$ cat config.mk
export PLATFORM = sky130hd
export DESIGN_NAME = ldp_top
export DESIGN_NICKNAME = d
export VERILOG_FILES = /design/src/ldp_pkg.sv /design/src/ldp_chan_if.sv /design/src/ldp_top.sv /design/src/ldp_chan.sv
export SDC_FILE = /design/constraint.sdc
export NUM_CORES = 1
export LEC_CHECK = 0
export BUFFER_PORTS_ARGS = -buffer_cell sky130_fd_sc_hd__buf_2
export CAP_MARGIN = 25
export CELL_PAD_IN_SITES_DETAIL_PLACEMENT = 1
export CELL_PAD_IN_SITES_GLOBAL_PLACEMENT = 1
export CORE_ASPECT_RATIO = 2
export CORE_UTILIZATION = 51
export CTS_CLUSTER_DIAMETER = 120
export DETAILED_ROUTE_END_ITERATION = 10
export HOLD_SLACK_MARGIN = 0.06
export MAX_ROUTING_LAYER = met4
export PLACE_DENSITY = 0.93
export SLEW_MARGIN = 0
export SYNTH_ARGS = -nofsm -noshare
export SYNTH_HDL_FRONTEND = slang
export SYNTH_SLANG_ARGS = --single-unit
export TNS_END_PERCENT = 30
$ cat constraint.sdc
create_clock -name clock_i -period 6.9 [get_ports clock_i]
set_input_delay 0.345 -clock clock_i [delete_from_list [all_inputs] [get_ports clock_i]]
set_output_delay 0.345 -clock clock_i [all_outputs]
set_load 0.05 [all_outputs]
$ cat src/ldp_pkg.sv
package ldp_pkg;
	// ----------------------------------------------------------------
	// channel layout
	// ----------------------------------------------------------------
	localparam int NCH        = 8;  // 4 sinks, keypad, flash, backlight, haptic
	localparam int NSINK      = 4;  // channels 0..3 are indicator sinks
	localparam int CH_KEYPAD  = 4;
	localparam int CH_FLASH   = 5;
	localparam int CH_BACKLT  = 6;
	localparam int CH_HAPTIC  = 7;
	localparam int DUTY_W     = 5;
	localparam int STEP_W     = 3;
	localparam int SINK_DIV_W = 19;
	localparam int AUX_DIV_W  = 8;
	localparam logic [SINK_DIV_W-1:0] SINK_DIV_MAX = 19'd312499;
	localparam logic [SINK_DIV_W-1:0] AUX_DIV_MAX  = 19'd255;
	localparam logic [STEP_W-1:0]     STEP_MAX     = 3'd5;     // six steps, 0..5

	// ----------------------------------------------------------------
	// timebase
	// ----------------------------------------------------------------
	localparam int CLK_HZ    = 40_000_000;
	localparam int TB_HZ     = 1_000_000;
	localparam int TB_CYCLES = CLK_HZ / TB_HZ;             // 40 clocks per timebase tick
	localparam int TB_W      = 6;
	localparam logic [TB_W-1:0] TB_LAST = TB_W'(TB_CYCLES - 1);

	// ----------------------------------------------------------------
	// register map (byte addresses)
	// ----------------------------------------------------------------
	localparam int ADDR_W = 7;
	localparam logic [ADDR_W-1:0] OFS_CTRL0  = 7'h00;      // channel n control at OFS_CTRL0 + 8n
	localparam logic [ADDR_W-1:0] OFS_DIV0   = 7'h04;      // channel n divider at OFS_DIV0 + 8n
	localparam logic [ADDR_W-1:0] OFS_STATUS = 7'h40;      // live output levels
	localparam int CH_STRIDE_SH = 3;
	localparam int CTRL_EN_BIT  = 0;
	localparam int CTRL_DUTY_LSB = 8;
	localparam int CTRL_STEP_LSB = 16;
	localparam logic [31:0] CTRL_RESET = 32'h0000_0000;
	localparam logic [31:0] DIV_RESET  = 32'h0000_0000;

	// ----------------------------------------------------------------
	// bus handshake states
	// ----------------------------------------------------------------
	typedef enum logic [0:0] {
		LDP_BUS_IDLE = 1'b0,
		LDP_BUS_ACK  = 1'b1
	} ldp_bus_t;
endpackage

$ cat src/ldp_chan_if.sv
`timescale 1ns/1ps
// settings and output of one dimming channel
interface ldp_chan_if #(
	parameter int DIV_W = 8
);
	logic                     tick;   // 1 MHz timebase strobe
	logic                     en;     // channel enable
	logic [ldp_pkg::DUTY_W-1:0] duty; // duty code
	logic [DIV_W-1:0]         div;    // divider code
	logic                     pwm;    // dimming output

	modport ctrl (output tick, output en, output duty, output div, input pwm);
	modport chan (input tick, input en, input duty, input div, output pwm);
endinterface

$ cat src/ldp_top.sv
// Our own choices: the register addresses and the Avalon-MM register port.
`timescale 1ns/1ps
// Overview of operation
// - four indicator sinks, six current steps each
// - brightness via current step or pulse gating
// - software-written settings apply as last written
// - every driver keeps independent dimming settings
// - period is 32 slots, duty+1 high
// - duty code five bits, 0 to 31
// - each driver has its own divider
// - sink slot is div+1 microseconds, div<=312499
// - flash and keypad divider limited to 255
module ldp_top (
	input  wire logic                       clock_i,                  // 40 MHz system clock
	input  wire logic                       nrst_i,                   // synchronous reset, active low
	input  wire logic [ldp_pkg::ADDR_W-1:0] avs_address_i,            // byte address
	input  wire logic                       avs_read_i,               // read request
	input  wire logic                       avs_write_i,              // write request
	input  wire logic [31:0]                avs_writedata_i,          // write data
	input  wire logic [3:0]                 avs_byteenable_i,         // write byte lanes
	output logic      [31:0]                avs_readdata_o,           // read data
	output logic                            avs_waitrequest_o,        // stall
	output logic      [ldp_pkg::NSINK-1:0]  indicator_current_sink_o, // sink gates
	output logic      [ldp_pkg::NSINK*ldp_pkg::STEP_W-1:0] indicator_step_o, // sink current steps
	output logic                            keypad_led_driver_o,      // keypad gate
	output logic                            flash_driver_o,           // flash gate
	output logic                            backlight_driver_o,       // backlight gate
	output logic                            haptic_motor_driver_o     // haptic gate
);
	import ldp_pkg::*;

	// ----------------------------------------------------------------
	// state
	// ----------------------------------------------------------------
	ldp_bus_t                bus_q, bus_d;
	logic [31:0]             rdata_q, rdata_d;
	logic [NCH-1:0]          en_q, en_d;
	logic [DUTY_W-1:0]       duty_q [NCH];
	logic [DUTY_W-1:0]       duty_d [NCH];
	logic [STEP_W-1:0]       step_q [NSINK];
	logic [STEP_W-1:0]       step_d [NSINK];
	logic [SINK_DIV_W-1:0]   div_q  [NCH];
	logic [SINK_DIV_W-1:0]   div_d  [NCH];
	logic [TB_W-1:0]         tb_q, tb_d;
	logic                    tick_q, tick_d;
	logic [NCH-1:0]          pwm;

	// ----------------------------------------------------------------
	// 1 MHz timebase
	// ----------------------------------------------------------------
	// one tick strobe shared by all channels keeps them in the same scheme
	always_comb begin
		tick_d = (tb_q == TB_LAST);
		tb_d   = tick_d ? '0 : tb_q + 1'b1;
	end

	always_ff @(posedge clock_i) begin
		if (!nrst_i) begin
			tb_q   <= '0;
			tick_q <= 1'b0;
		end else begin
			tb_q   <= tb_d;
			tick_q <= tick_d;
		end
	end

	// ----------------------------------------------------------------
	// address decode
	// ----------------------------------------------------------------
	logic                     hit_ctrl, hit_div, hit_status;
	logic [2:0]               sel;
	logic [31:0]              wmask;
	logic [31:0]              ctrl_word [NCH];
	logic [31:0]              div_word  [NCH];

	assign sel        = avs_address_i[CH_STRIDE_SH +: 3];
	assign hit_ctrl   = (avs_address_i < OFS_STATUS) &&
	                    (avs_address_i[CH_STRIDE_SH-1:0] == OFS_CTRL0[CH_STRIDE_SH-1:0]);
	assign hit_div    = (avs_address_i < OFS_STATUS) &&
	                    (avs_address_i[CH_STRIDE_SH-1:0] == OFS_DIV0[CH_STRIDE_SH-1:0]);
	assign hit_status = (avs_address_i == OFS_STATUS);

	// byte enables expanded to a bit mask for read-modify-write
	assign wmask = {{8{avs_byteenable_i[3]}}, {8{avs_byteenable_i[2]}},
	                {8{avs_byteenable_i[1]}}, {8{avs_byteenable_i[0]}}};

	// ----------------------------------------------------------------
	// register words as software sees them
	// ----------------------------------------------------------------
	// step field reads zero on channels without a current sink
	always_comb begin
		for (int i = 0; i < NCH; i++) begin
			ctrl_word[i] = CTRL_RESET;
			ctrl_word[i][CTRL_EN_BIT] = en_q[i];
			ctrl_word[i][CTRL_DUTY_LSB +: DUTY_W] = duty_q[i];
			if (i < NSINK) begin
				ctrl_word[i][CTRL_STEP_LSB +: STEP_W] = step_q[i];
			end
			div_word[i] = DIV_RESET;
			div_word[i][SINK_DIV_W-1:0] = div_q[i];
		end
	end

	// ----------------------------------------------------------------
	// bus handshake and register writes
	// ----------------------------------------------------------------
	// one wait cycle: request seen in idle, answered in ack
	logic [31:0] merged;
	logic [STEP_W-1:0]     new_step;
	logic [SINK_DIV_W-1:0] new_div;

	always_comb begin
		bus_d   = bus_q;
		rdata_d = rdata_q;
		en_d    = en_q;
		merged  = '0;
		new_step = '0;
		new_div  = '0;
		for (int i = 0; i < NCH; i++) begin
			duty_d[i] = duty_q[i];
			div_d[i]  = div_q[i];
		end
		for (int i = 0; i < NSINK; i++) begin
			step_d[i] = step_q[i];
		end
		unique case (bus_q)
			LDP_BUS_IDLE: begin
				if (avs_read_i || avs_write_i) begin
					bus_d = LDP_BUS_ACK;
					// unmapped reads answer zero
					if (hit_ctrl) begin
						rdata_d = ctrl_word[sel];
					end else if (hit_div) begin
						rdata_d = div_word[sel];
					end else if (hit_status) begin
						rdata_d = {{(32-NCH){1'b0}}, pwm};
					end else begin
						rdata_d = '0;
					end
				end
			end
			LDP_BUS_ACK: begin
				bus_d = LDP_BUS_IDLE;
				if (avs_write_i && hit_ctrl) begin
					merged = (ctrl_word[sel] & ~wmask) | (avs_writedata_i & wmask);
					en_d[sel]   = merged[CTRL_EN_BIT];
					duty_d[sel] = merged[CTRL_DUTY_LSB +: DUTY_W];
					new_step = merged[CTRL_STEP_LSB +: STEP_W];
					if (new_step > STEP_MAX) begin
						new_step = STEP_MAX;
					end
					if (sel < 3'(NSINK)) begin
						step_d[sel[1:0]] = new_step;
					end
				end else if (avs_write_i && hit_div) begin
					merged  = (div_word[sel] & ~wmask) | (avs_writedata_i & wmask);
					new_div = merged[SINK_DIV_W-1:0];
					// codes beyond the range saturate rather than wrap
					if (sel < 3'(NSINK)) begin
						if (new_div > SINK_DIV_MAX) begin
							new_div = SINK_DIV_MAX;
						end
					end else if (new_div > AUX_DIV_MAX) begin
						new_div = AUX_DIV_MAX;
					end
					div_d[sel] = new_div;
				end
			end
		endcase
	end

	// ----------------------------------------------------------------
	// register file
	// ----------------------------------------------------------------
	always_ff @(posedge clock_i) begin
		if (!nrst_i) begin
			bus_q   <= LDP_BUS_IDLE;
			rdata_q <= '0;
			en_q    <= '0;
			for (int i = 0; i < NCH; i++) begin
				duty_q[i] <= '0;
				div_q[i]  <= '0;
			end
			for (int i = 0; i < NSINK; i++) begin
				step_q[i] <= '0;
			end
		end else begin
			bus_q   <= bus_d;
			rdata_q <= rdata_d;
			en_q    <= en_d;
			for (int i = 0; i < NCH; i++) begin
				duty_q[i] <= duty_d[i];
				div_q[i]  <= div_d[i];
			end
			for (int i = 0; i < NSINK; i++) begin
				step_q[i] <= step_d[i];
			end
		end
	end

	// handshake outputs are combinational; read data comes from a flop
	assign avs_waitrequest_o = (avs_read_i || avs_write_i) && (bus_q != LDP_BUS_ACK);
	assign avs_readdata_o    = rdata_q;

	// ----------------------------------------------------------------
	// channel generators
	// ----------------------------------------------------------------
	// sinks get the wide divider, the others the narrow one
	for (genvar g = 0; g < NCH; g++) begin : g_ch
		localparam int DW = (g < NSINK) ? SINK_DIV_W : AUX_DIV_W;
		ldp_chan_if #(.DIV_W(DW)) cif ();

		assign cif.tick = tick_q;
		assign cif.en   = en_q[g];
		assign cif.duty = duty_q[g];
		assign cif.div  = div_q[g][DW-1:0];
		assign pwm[g]   = cif.pwm;

		ldp_chan u_chan (
			.clock_i (clock_i),
			.nrst_i  (nrst_i),
			.cfg     (cif)
		);
	end

	// ----------------------------------------------------------------
	// outputs
	// ----------------------------------------------------------------
	// step drives the sink level, pwm gates it: both dimming methods
	for (genvar s = 0; s < NSINK; s++) begin : g_step
		assign indicator_step_o[s*STEP_W +: STEP_W] = step_q[s];
	end

	assign indicator_current_sink_o = pwm[NSINK-1:0];
	assign keypad_led_driver_o      = pwm[CH_KEYPAD];
	assign flash_driver_o           = pwm[CH_FLASH];
	assign backlight_driver_o       = pwm[CH_BACKLT];
	assign haptic_motor_driver_o    = pwm[CH_HAPTIC];
endmodule

$ cat src/ldp_chan.sv
`timescale 1ns/1ps
// one dimming pulse generator: prescaler plus 32-slot counter
module ldp_chan (
	input  wire logic clock_i, // system clock
	input  wire logic nrst_i,  // synchronous reset, active low
	ldp_chan_if.chan  cfg      // settings in, pwm out
);
	import ldp_pkg::*;

	localparam int DW = $bits(cfg.div);

	logic [DW-1:0]     pre_q, pre_d;
	logic [DUTY_W-1:0] slot_q, slot_d;
	logic              pwm_q, pwm_d;

	// ----------------------------------------------------------------
	// next state
	// ----------------------------------------------------------------
	// slot lasts div+1 ticks; five-bit slot wraps after 32 slots
	always_comb begin
		pre_d  = pre_q;
		slot_d = slot_q;
		if (!cfg.en) begin
			pre_d  = '0;
			slot_d = '0;
		end else if (cfg.tick) begin
			if (pre_q >= cfg.div) begin
				pre_d  = '0;
				slot_d = slot_q + 1'b1;
			end else begin
				pre_d = pre_q + 1'b1;
			end
		end
		// high for duty+1 slots, low for the rest; live duty so a rewrite takes effect at once
		pwm_d = cfg.en && (slot_q <= cfg.duty);
	end

	// ----------------------------------------------------------------
	// registers
	// ----------------------------------------------------------------
	always_ff @(posedge clock_i) begin
		if (!nrst_i) begin
			pre_q  <= '0;
			slot_q <= '0;
			pwm_q  <= 1'b0;
		end else begin
			pre_q  <= pre_d;
			slot_q <= slot_d;
			pwm_q  <= pwm_d;
		end
	end

	assign cfg.pwm = pwm_q;
endmodule

==> results of run 1 <==
-- through the flow --
step | area, sq um | cells | worst slack [ns]
2_1_floorplan | 20770 | 2390 | 4.020
5_1_grt | 22640 | 2952 | 2.141
3_3_place_gp | 21300 | 2879 | 2.297
4_1_cts | 22610 | 2948 | 2.547
3_5_place_dp | 21320 | 2881 | 2.135
6_report | 22650 | 2954 | 2.280
-- report_power, final --
group          internal, W  switching, W
Sequential         0.00229    0.00000720
Combinational    0.0000709      0.000243
Clock              0.00129      0.000994
Total              0.00365       0.00124
-- worst reg2reg max path, cell delays in order, from the launching register on --
cell	delay [ns]
dfxtp_1	0.57
mux2i_1	0.20
a2bb2oi_1	0.75
o211ai_1	0.27
o211ai_1	0.40
nor2_1	0.17
and4_1	0.28
a211oi_4	0.22
buf_4	0.48
nor2_1	0.22
a21oi_1	0.28
-- Yosys cell counts, types with 33 or more instances --
| cell | instances | area (sq um) |
|---|---|---|
| dfxtp_1 | 395 | 7908 |
| nor2_1 | 268 | 1006 |
| nand2_1 | 178 | 668.1 |
| ha_1 | 165 | 2064 |
| inv_1 | 159 | 596.8 |
| a21oi_1 | 121 | 605.6 |
| nand3_1 | 111 | 555.5 |
| clkbuf_1 | 78 | 292.8 |
| o21ai_0 | 78 | 390.4 |
| and3_1 | 74 | 462.9 |
| mux2i_1 | 74 | 740.7 |
| xor2_1 | 73 | 639.4 |
| a21o_1 | 49 | 367.9 |
| xnor2_1 | 47 | 411.6 |
| o31ai_1 | 44 | 330.3 |
| nor3_1 | 42 | 210.2 |
| a211oi_1 | 40 | 300.3 |
| nand4_1 | 36 | 225.2 |
| buf_4 | 33 | 247.7 |
-- state kept, by name, indices dropped and copies added (netlist names) --
name	cells
tb_q	6
g_ch.u_chan.cfg.pwm	8
step_q	12
div_q	152
g_ch.u_chan.pre_q	108
duty_q	40
g_ch.u_chan.slot_q	40
avs_readdata_o	19
en_q	8
g_ch.cif.tick	1
bus_q	1
-- how the worst max path moves through the flow --
stage | to | cells past startpoint
2_1_floorplan | g_ch[5].u_chan.pre_q[0] | 12
3_3_place_gp | div_q[0][10] | 12
3_5_place_dp | div_q[1][25] | 10
4_1_cts | div_q[1][25] | 10
5_1_grt | div_q[0][43] | 12
6_report | div_q[0][62] | 12
-- cell families (layout without fill, tap and decap cells) --
| group | Yosys count | after routing | synth area share |
|---|---|---|---|
| AND/OR/NAND/NOR | 819 | 819 | 0.1885 |
| AO/OA/AOI/OAI | 459 | 459 | 0.1469 |
| flip-flops | 395 | 395 | 0.3815 |
| buffers and inverters | 300 | 331 | 0.06314 |
| adder cells (fa/ha/maj) | 165 | 165 | 0.09961 |
| XOR/XNOR | 120 | 120 | 0.05071 |
| multiplexers | 119 | 119 | 0.06942 |
| other | 1 | 16 | 0.0001809 |
-- cell type report --
cell class | instances | area, sq um | share of cell area
clock inverters | 16 | 211.5 | 0.009336
inverters | 162 | 609.3 | 0.02690
multi-input cells | 1695 | 11570 | 0.5108
well taps | 530 | 663.1 | 0.02928
flip-flops and latches | 395 | 7909 | 0.3492
repair buffers | 102 | 598.1 | 0.02641
clock buffers | 51 | 1081 | 0.04773
diodes | 3 | 7.507 | 0.0003315
-- placed cells by master (no fill, tap or decap), drive strengths merged, types with 15 or more instances in the layout --
cell type  instances
buf              101
a21o              49
xor2              73
a21oi            121
inv              161
nand4             36
clkbuf            52
nand2b            26
and3              74
nand3            111
a31oi             19
o211ai            15
o21ai             82
nor3              42
ha               165
nand2            178
a211oi            41
nor2b             18
nor2             268
mux2              28
o31ai             47
xnor2             47
mux4              17
dfxtp            395
mux2i             74
-- routing by layer --
metal / vias up / wire length (um) / GRT usage / part of all wire
li1: 8350 / - / - / -
met1: 9587 / 27160 / 0.4064 / 0.32
met2: 1183 / 42090 / 0.7082 / 0.49
met3: 572 / 6433 / 0.09547 / 0.075
met4: 0 / 9965 / 0.4413 / 0.12
met5: - / 0 / - / 0
==> run metrics, run 1 <==
DIE HEIGHT=roughly 290 um; endpoint type of the worst setup path=register; DR iter-0 viols=~1900; # IOs=100; RePlAce Congestion=0.9628; Total GRT Usage=0.4346; WP data arrival=5.08 ns; asr flop ratio synth=0; die span in x=144.5 um; LEAKAGE=8.530 nW; largest net degree at the start of global routing=88; CP max stage cell=buf_4; global-route wire length before repair=around 130000 um; CP Launch Type=primary input; Post-DP HPWL=roughly 56000 um; Rows=104; count of cell types in the netlist=between 70 and 80; Max IR drop VDD=0.0002531 V; max incr delay on CP=0.76 ns; Slew @ Worst Pin=1.132 ns; Reg2Reg Depth=10; setup TNS=0 ns; Overall Power=0.004893 W; Tcrit/Tclk final=0.6696; top_reg_cell synth=dfxtp_1; most frequent CP cell=buf_4; Seq cells post-synth=395; Avg Vias per Cell=6.666; post-synthesis cell area=0.02073 sq mm; Power Dens Cells=216.0 mW/mm^2; Fill cells=approximately 4600; EDFF count, synth=0; Crit path max-delay family=compound AO/OA/AOI/OAI gates; RSZ-0062 raised after global routing=no; share of layout cells above drive strength 1=0.09500; area grow syn2layout=9.278%; setup bufs post-CTS=0; Hold Path End=avs_readdata_o[8]; Core Area=0.04021 sq mm; remaining antenna violation count=0; Syn Inst Count=around 2400; Crit path buffers/inverters=3; worst min path class=in -> reg; Mapped Avg Cell Area=between 8 and 9 sq um; Util after Layout=0.5633; Skew-Pair Late Insertion Delay=0.58 ns; worst clock skew=0.02410 ns; Rel. slew slack=0.2435; Syn. warnings=0; RR Endpoint=div_q[0][62]; Clock Tree Buf Depth=3; Tmin final=between 4 and 5 ns; Max Cap Viol=0; nets@finish=roughly 2600; first drt pass iteration count=5; Hold WS=0.1988 ns; Initial Utilization=0.5155; CTS tree=done; R2R setup slack=2.97 ns; Resized cells post-CTS=0; Fmax=0.2164 GHz; buffers added on ports=72; Num CTS Buffers=37; CP Class=in -> reg; Clock Tree Root=clkbuf_16; Fin. Hold Viols=0; Die ar.=0.04150 sq mm; Remaining DRCs=0; Clock Sinks=395; Max Fanout on Critical Path=between 60 and 70; worst path cell trace=buf_4, buf_4, nand2b_1, a2bb2oi_1, nor2_1, o31ai_2, and3_1, nand3_1, a211oi_4, buf_4, nor2_1, a21oi_1; grt total ovfl=0; vias in the first global route=21660; worst hold path cell count=3; Worst Setup SP=avs_address_i[4]; Post-Route WL=approximately 86000 um; cts hold-fix bufs=0; min-delay src=nrst_i; outcome=finished clean; Crit path required time=between 7 and 8 ns; register area share after synthesis=0.3815; Finish-stage setup viols=0; clock-pin transition on the worst setup and hold timing paths=around 0.070 ns; # H-tree levels=2; WL/cell=about 29 um; initial antenna violation count=1; via count=about 20000; r2r startpoint=div_q[0][65]; Pins Over Slew Limit=0
Power figures use the tool's default switching activity.
==> run 2: changes to the inputs <==
--- a/config.mk
+++ b/config.mk
@@ -10,12 +10,12 @@
 export CELL_PAD_IN_SITES_DETAIL_PLACEMENT = 1
 export CELL_PAD_IN_SITES_GLOBAL_PLACEMENT = 1
 export CORE_ASPECT_RATIO = 2
-export CORE_UTILIZATION = 51
+export CORE_UTILIZATION = 48
 export CTS_CLUSTER_DIAMETER = 120
 export DETAILED_ROUTE_END_ITERATION = 10
 export HOLD_SLACK_MARGIN = 0.06
 export MAX_ROUTING_LAYER = met4
-export PLACE_DENSITY = 0.93
+export PLACE_DENSITY = 0.89
 export SLEW_MARGIN = 0
 export SYNTH_ARGS = -nofsm -noshare
 export SYNTH_HDL_FRONTEND = slang
==> constraint.sdc (replaced) <==
create_clock -name clock_i -period 4.4 [get_ports clock_i]
set_input_delay 0.22 -clock clock_i [delete_from_list [all_inputs] [get_ports clock_i]]
set_output_delay 0.22 -clock clock_i [all_outputs]
set_load 0.05 [all_outputs]
==> run 2 against run 1 <==
Compared with the run above:
- largest power group unchanged
- power rose by 53%
- die area up 6.2%
- combinational power grew 55%
- critical path type unchanged
- sequential share of layout area shrank 0.17 points
- sequential power up 57%
- flip-flop and latch count unchanged
- clock-buffer cell count shrank 3
- highest routed layer unchanged
- first-iteration DRC count is 34% lower
==> run metrics, run 2 (synthesis results as in run 1) <==
Reg2Reg Depth=11; Skew-Pair Late Insertion Delay=0.58 ns; Slew @ Worst Pin=~1.1 ns; Fmax=0.2951 GHz; worst hold path cell count=5; largest net degree at the start of global routing=90; Crit path depth=10; Max Cap Viol=0; Overall Power=approximately 0.0075 W; most frequent cells in the layout=dfxtp_1 (394), nor2_1 (268), nand2_1 (178), ha_1 (165), inv_1 (158); net switching fraction of the power=0.2540; max incr delay on CP=0.86 ns; Reg with most FFs=div_q; Pins Over Slew Limit=0; Rows=107; worst clock skew=between 0.03 and 0.04 ns; Total GRT Usage=0.3618; Fin. Hold Viols=0; multi-input combinational cell area=0.01157 sq mm; Power Dens Cells=between 300 and 400 mW/mm^2; NetSw=0.001897 W; nets@finish=2625; WP data arrival=3.77 ns; Initial Utilization=0.4868; Fill cells=4995; Max IR drop VDD=0.0003331 V; vias in the first global route=20400; Die ar.=0.04407 sq mm; Post-Route WL=76920 um; Rel. slew slack=0.2508; Core Area=0.04257 sq mm; Num CTS Buffers=37; # H-tree levels=2; Clock Tree Root=clkbuf_16; outcome=finished clean; share of layout cells above drive strength 1=0.1025; Clock Sinks=between 300 and 400; buffers added on ports=around 70; Resized cells post-CTS=0; clock share of power=0.453; setup TNS=0 ns; cts hold-fix bufs=0; area grow syn2layout=9.822%; most common cell after layout, fill and taps aside=dfxtp_1; Crit path max-delay family=simple AND/OR/NAND/NOR gates; Max Fanout on Critical Path=15; CP Class=in -> reg; R2R setup slack=between 1 and 1.5 ns; first drt pass iteration count=6; DIE HEIGHT=295.9 um; setup bufs post-CTS=0; max reg flops=roughly 150; RSZ-0062 raised after global routing=no; remaining antenna violation count=0; initial antenna violation count=1; biggest regs=div_q x152, g_ch.u_chan.pre_q x108; FF+latch area=0.007909 sq mm; CTS tree=done; Logic pwr share=0.065; via count=18870; Finish-stage setup viols=0; CP Launch Type=primary input; Avg Vias per Cell=around 6.3; most frequent CP cell=nor2_1; P_int=approximately 0.0056 W; # IOs=100; LEAKAGE=8.603 nW; worst path cell trace=buf_2, nor2_1, a22oi_1, a31oi_1, buf_4, nand3_1, nor2_1, a41oi_2, nor2_1, a211oi_1; Tcrit/Tclk final=0.7702; Remaining DRCs=0; die span in x=148.9 um; Post-DP HPWL=56950 um; clock-pin transition on the worst setup and hold timing paths=0.07 ns; part of the power in registers=0.482; CP max stage cell=nor2_1; global-route wire length before repair=116400 um; grt total ovfl=0; WL/cell=25.78 um; Crit path buffers/inverters=2; DR iter-0 viols=1278; worst min path class=in -> reg; Clock Tree Buf Depth=3; RePlAce Congestion=1.014; Tmin final=~3.4 ns; endpoint type of the worst setup path=register; Crit path required time=between 4 and 5 ns
[run 2: changes by cell type in the layout (fill, tap and decap cells not counted), moves of 2 or more]
| cell | delta |
|---|---|
| clkbuf_1 | -2 |
| clkbuf_16 | -2 |
| diode_2 | -2 |
| clkinv_8 | +2 |
| clkinv_2 | -2 |
| bufinv_16 | -2 |
| buf_4 | +21 |
[run 2: power groups by stage]
| stage | clock, W | combinational [W] | sequential (W) |
|---|---|---|---|
| 3_5_place_dp | 0 | 0.000462 | 0.00368 |
| 2_1_floorplan | 0 | 0.000278 | 0.00372 |
| 4_1_cts | 0.00340 | 0.000468 | 0.00360 |
| 5_1_grt | 0.00352 | 0.000501 | 0.00360 |
| 6_report | 0.00338 | 0.000487 | 0.00360 |
| 3_3_place_gp | 0 | 0.000451 | 0.00368 |
[run 2: layout make-up]
| cell class | instances | share of cell area |
|---|---|---|
| multi-input combinational | 1695 | 0.5085 |
| sequential | 395 | 0.3475 |
| clock buffer | 48 | 0.04557 |
| timing repair buffer | 122 | 0.03309 |
| tap | 545 | 0.02996 |
| inverter | 162 | 0.02677 |
| clock inverter | 16 | 0.008520 |
| antenna | 1 | 0.0001099 |
[run 2: routing by layer]
metal	wire, um	track usage
met5	0	-
met4	9458	0.3813
met3	4176	0.05708
met2	38530	0.6219
met1	24750	0.3239
[run 2: final timing paths]
check / endpoint / from
worst max-delay path: div_q[1][25] / avs_address_i[3]
worst min-delay path: avs_readdata_o[0] / avs_address_i[0]
worst max register to register: g_ch[7].u_chan.pre_q[7] / g_ch[7].u_chan.pre_q[0]
worst min register to register: tb_q[0] / tb_q[0]
[run 2: metrics by stage]
step | utilization | instances | hold slack, ns | worst slack [ns] | area (sq um)
6_report | 0.5347 | 2984 | 0.2048 | 1.011 | 22760
2_1_floorplan | - | 2390 | 0.4175 | 1.520 | 20770
5_1_grt | 0.5347 | 2984 | 0.2100 | 0.7818 | 22760
4_1_cts | 0.5344 | 2982 | 0.1918 | 1.004 | 22750
3_3_place_gp | 0.5055 | 2918 | 0.4287 | 0.6842 | 21520
3_5_place_dp | 0.5055 | 2918 | 0.4499 | 0.6013 | 21520
[run 2: worst min-delay path, delay by kind of cell]
family	cells	cell delay [ns]
AOI/OAI and AO/OA	1	0.08
buffers and inverters	2	0.29
and+or+nand+nor	2	0.11
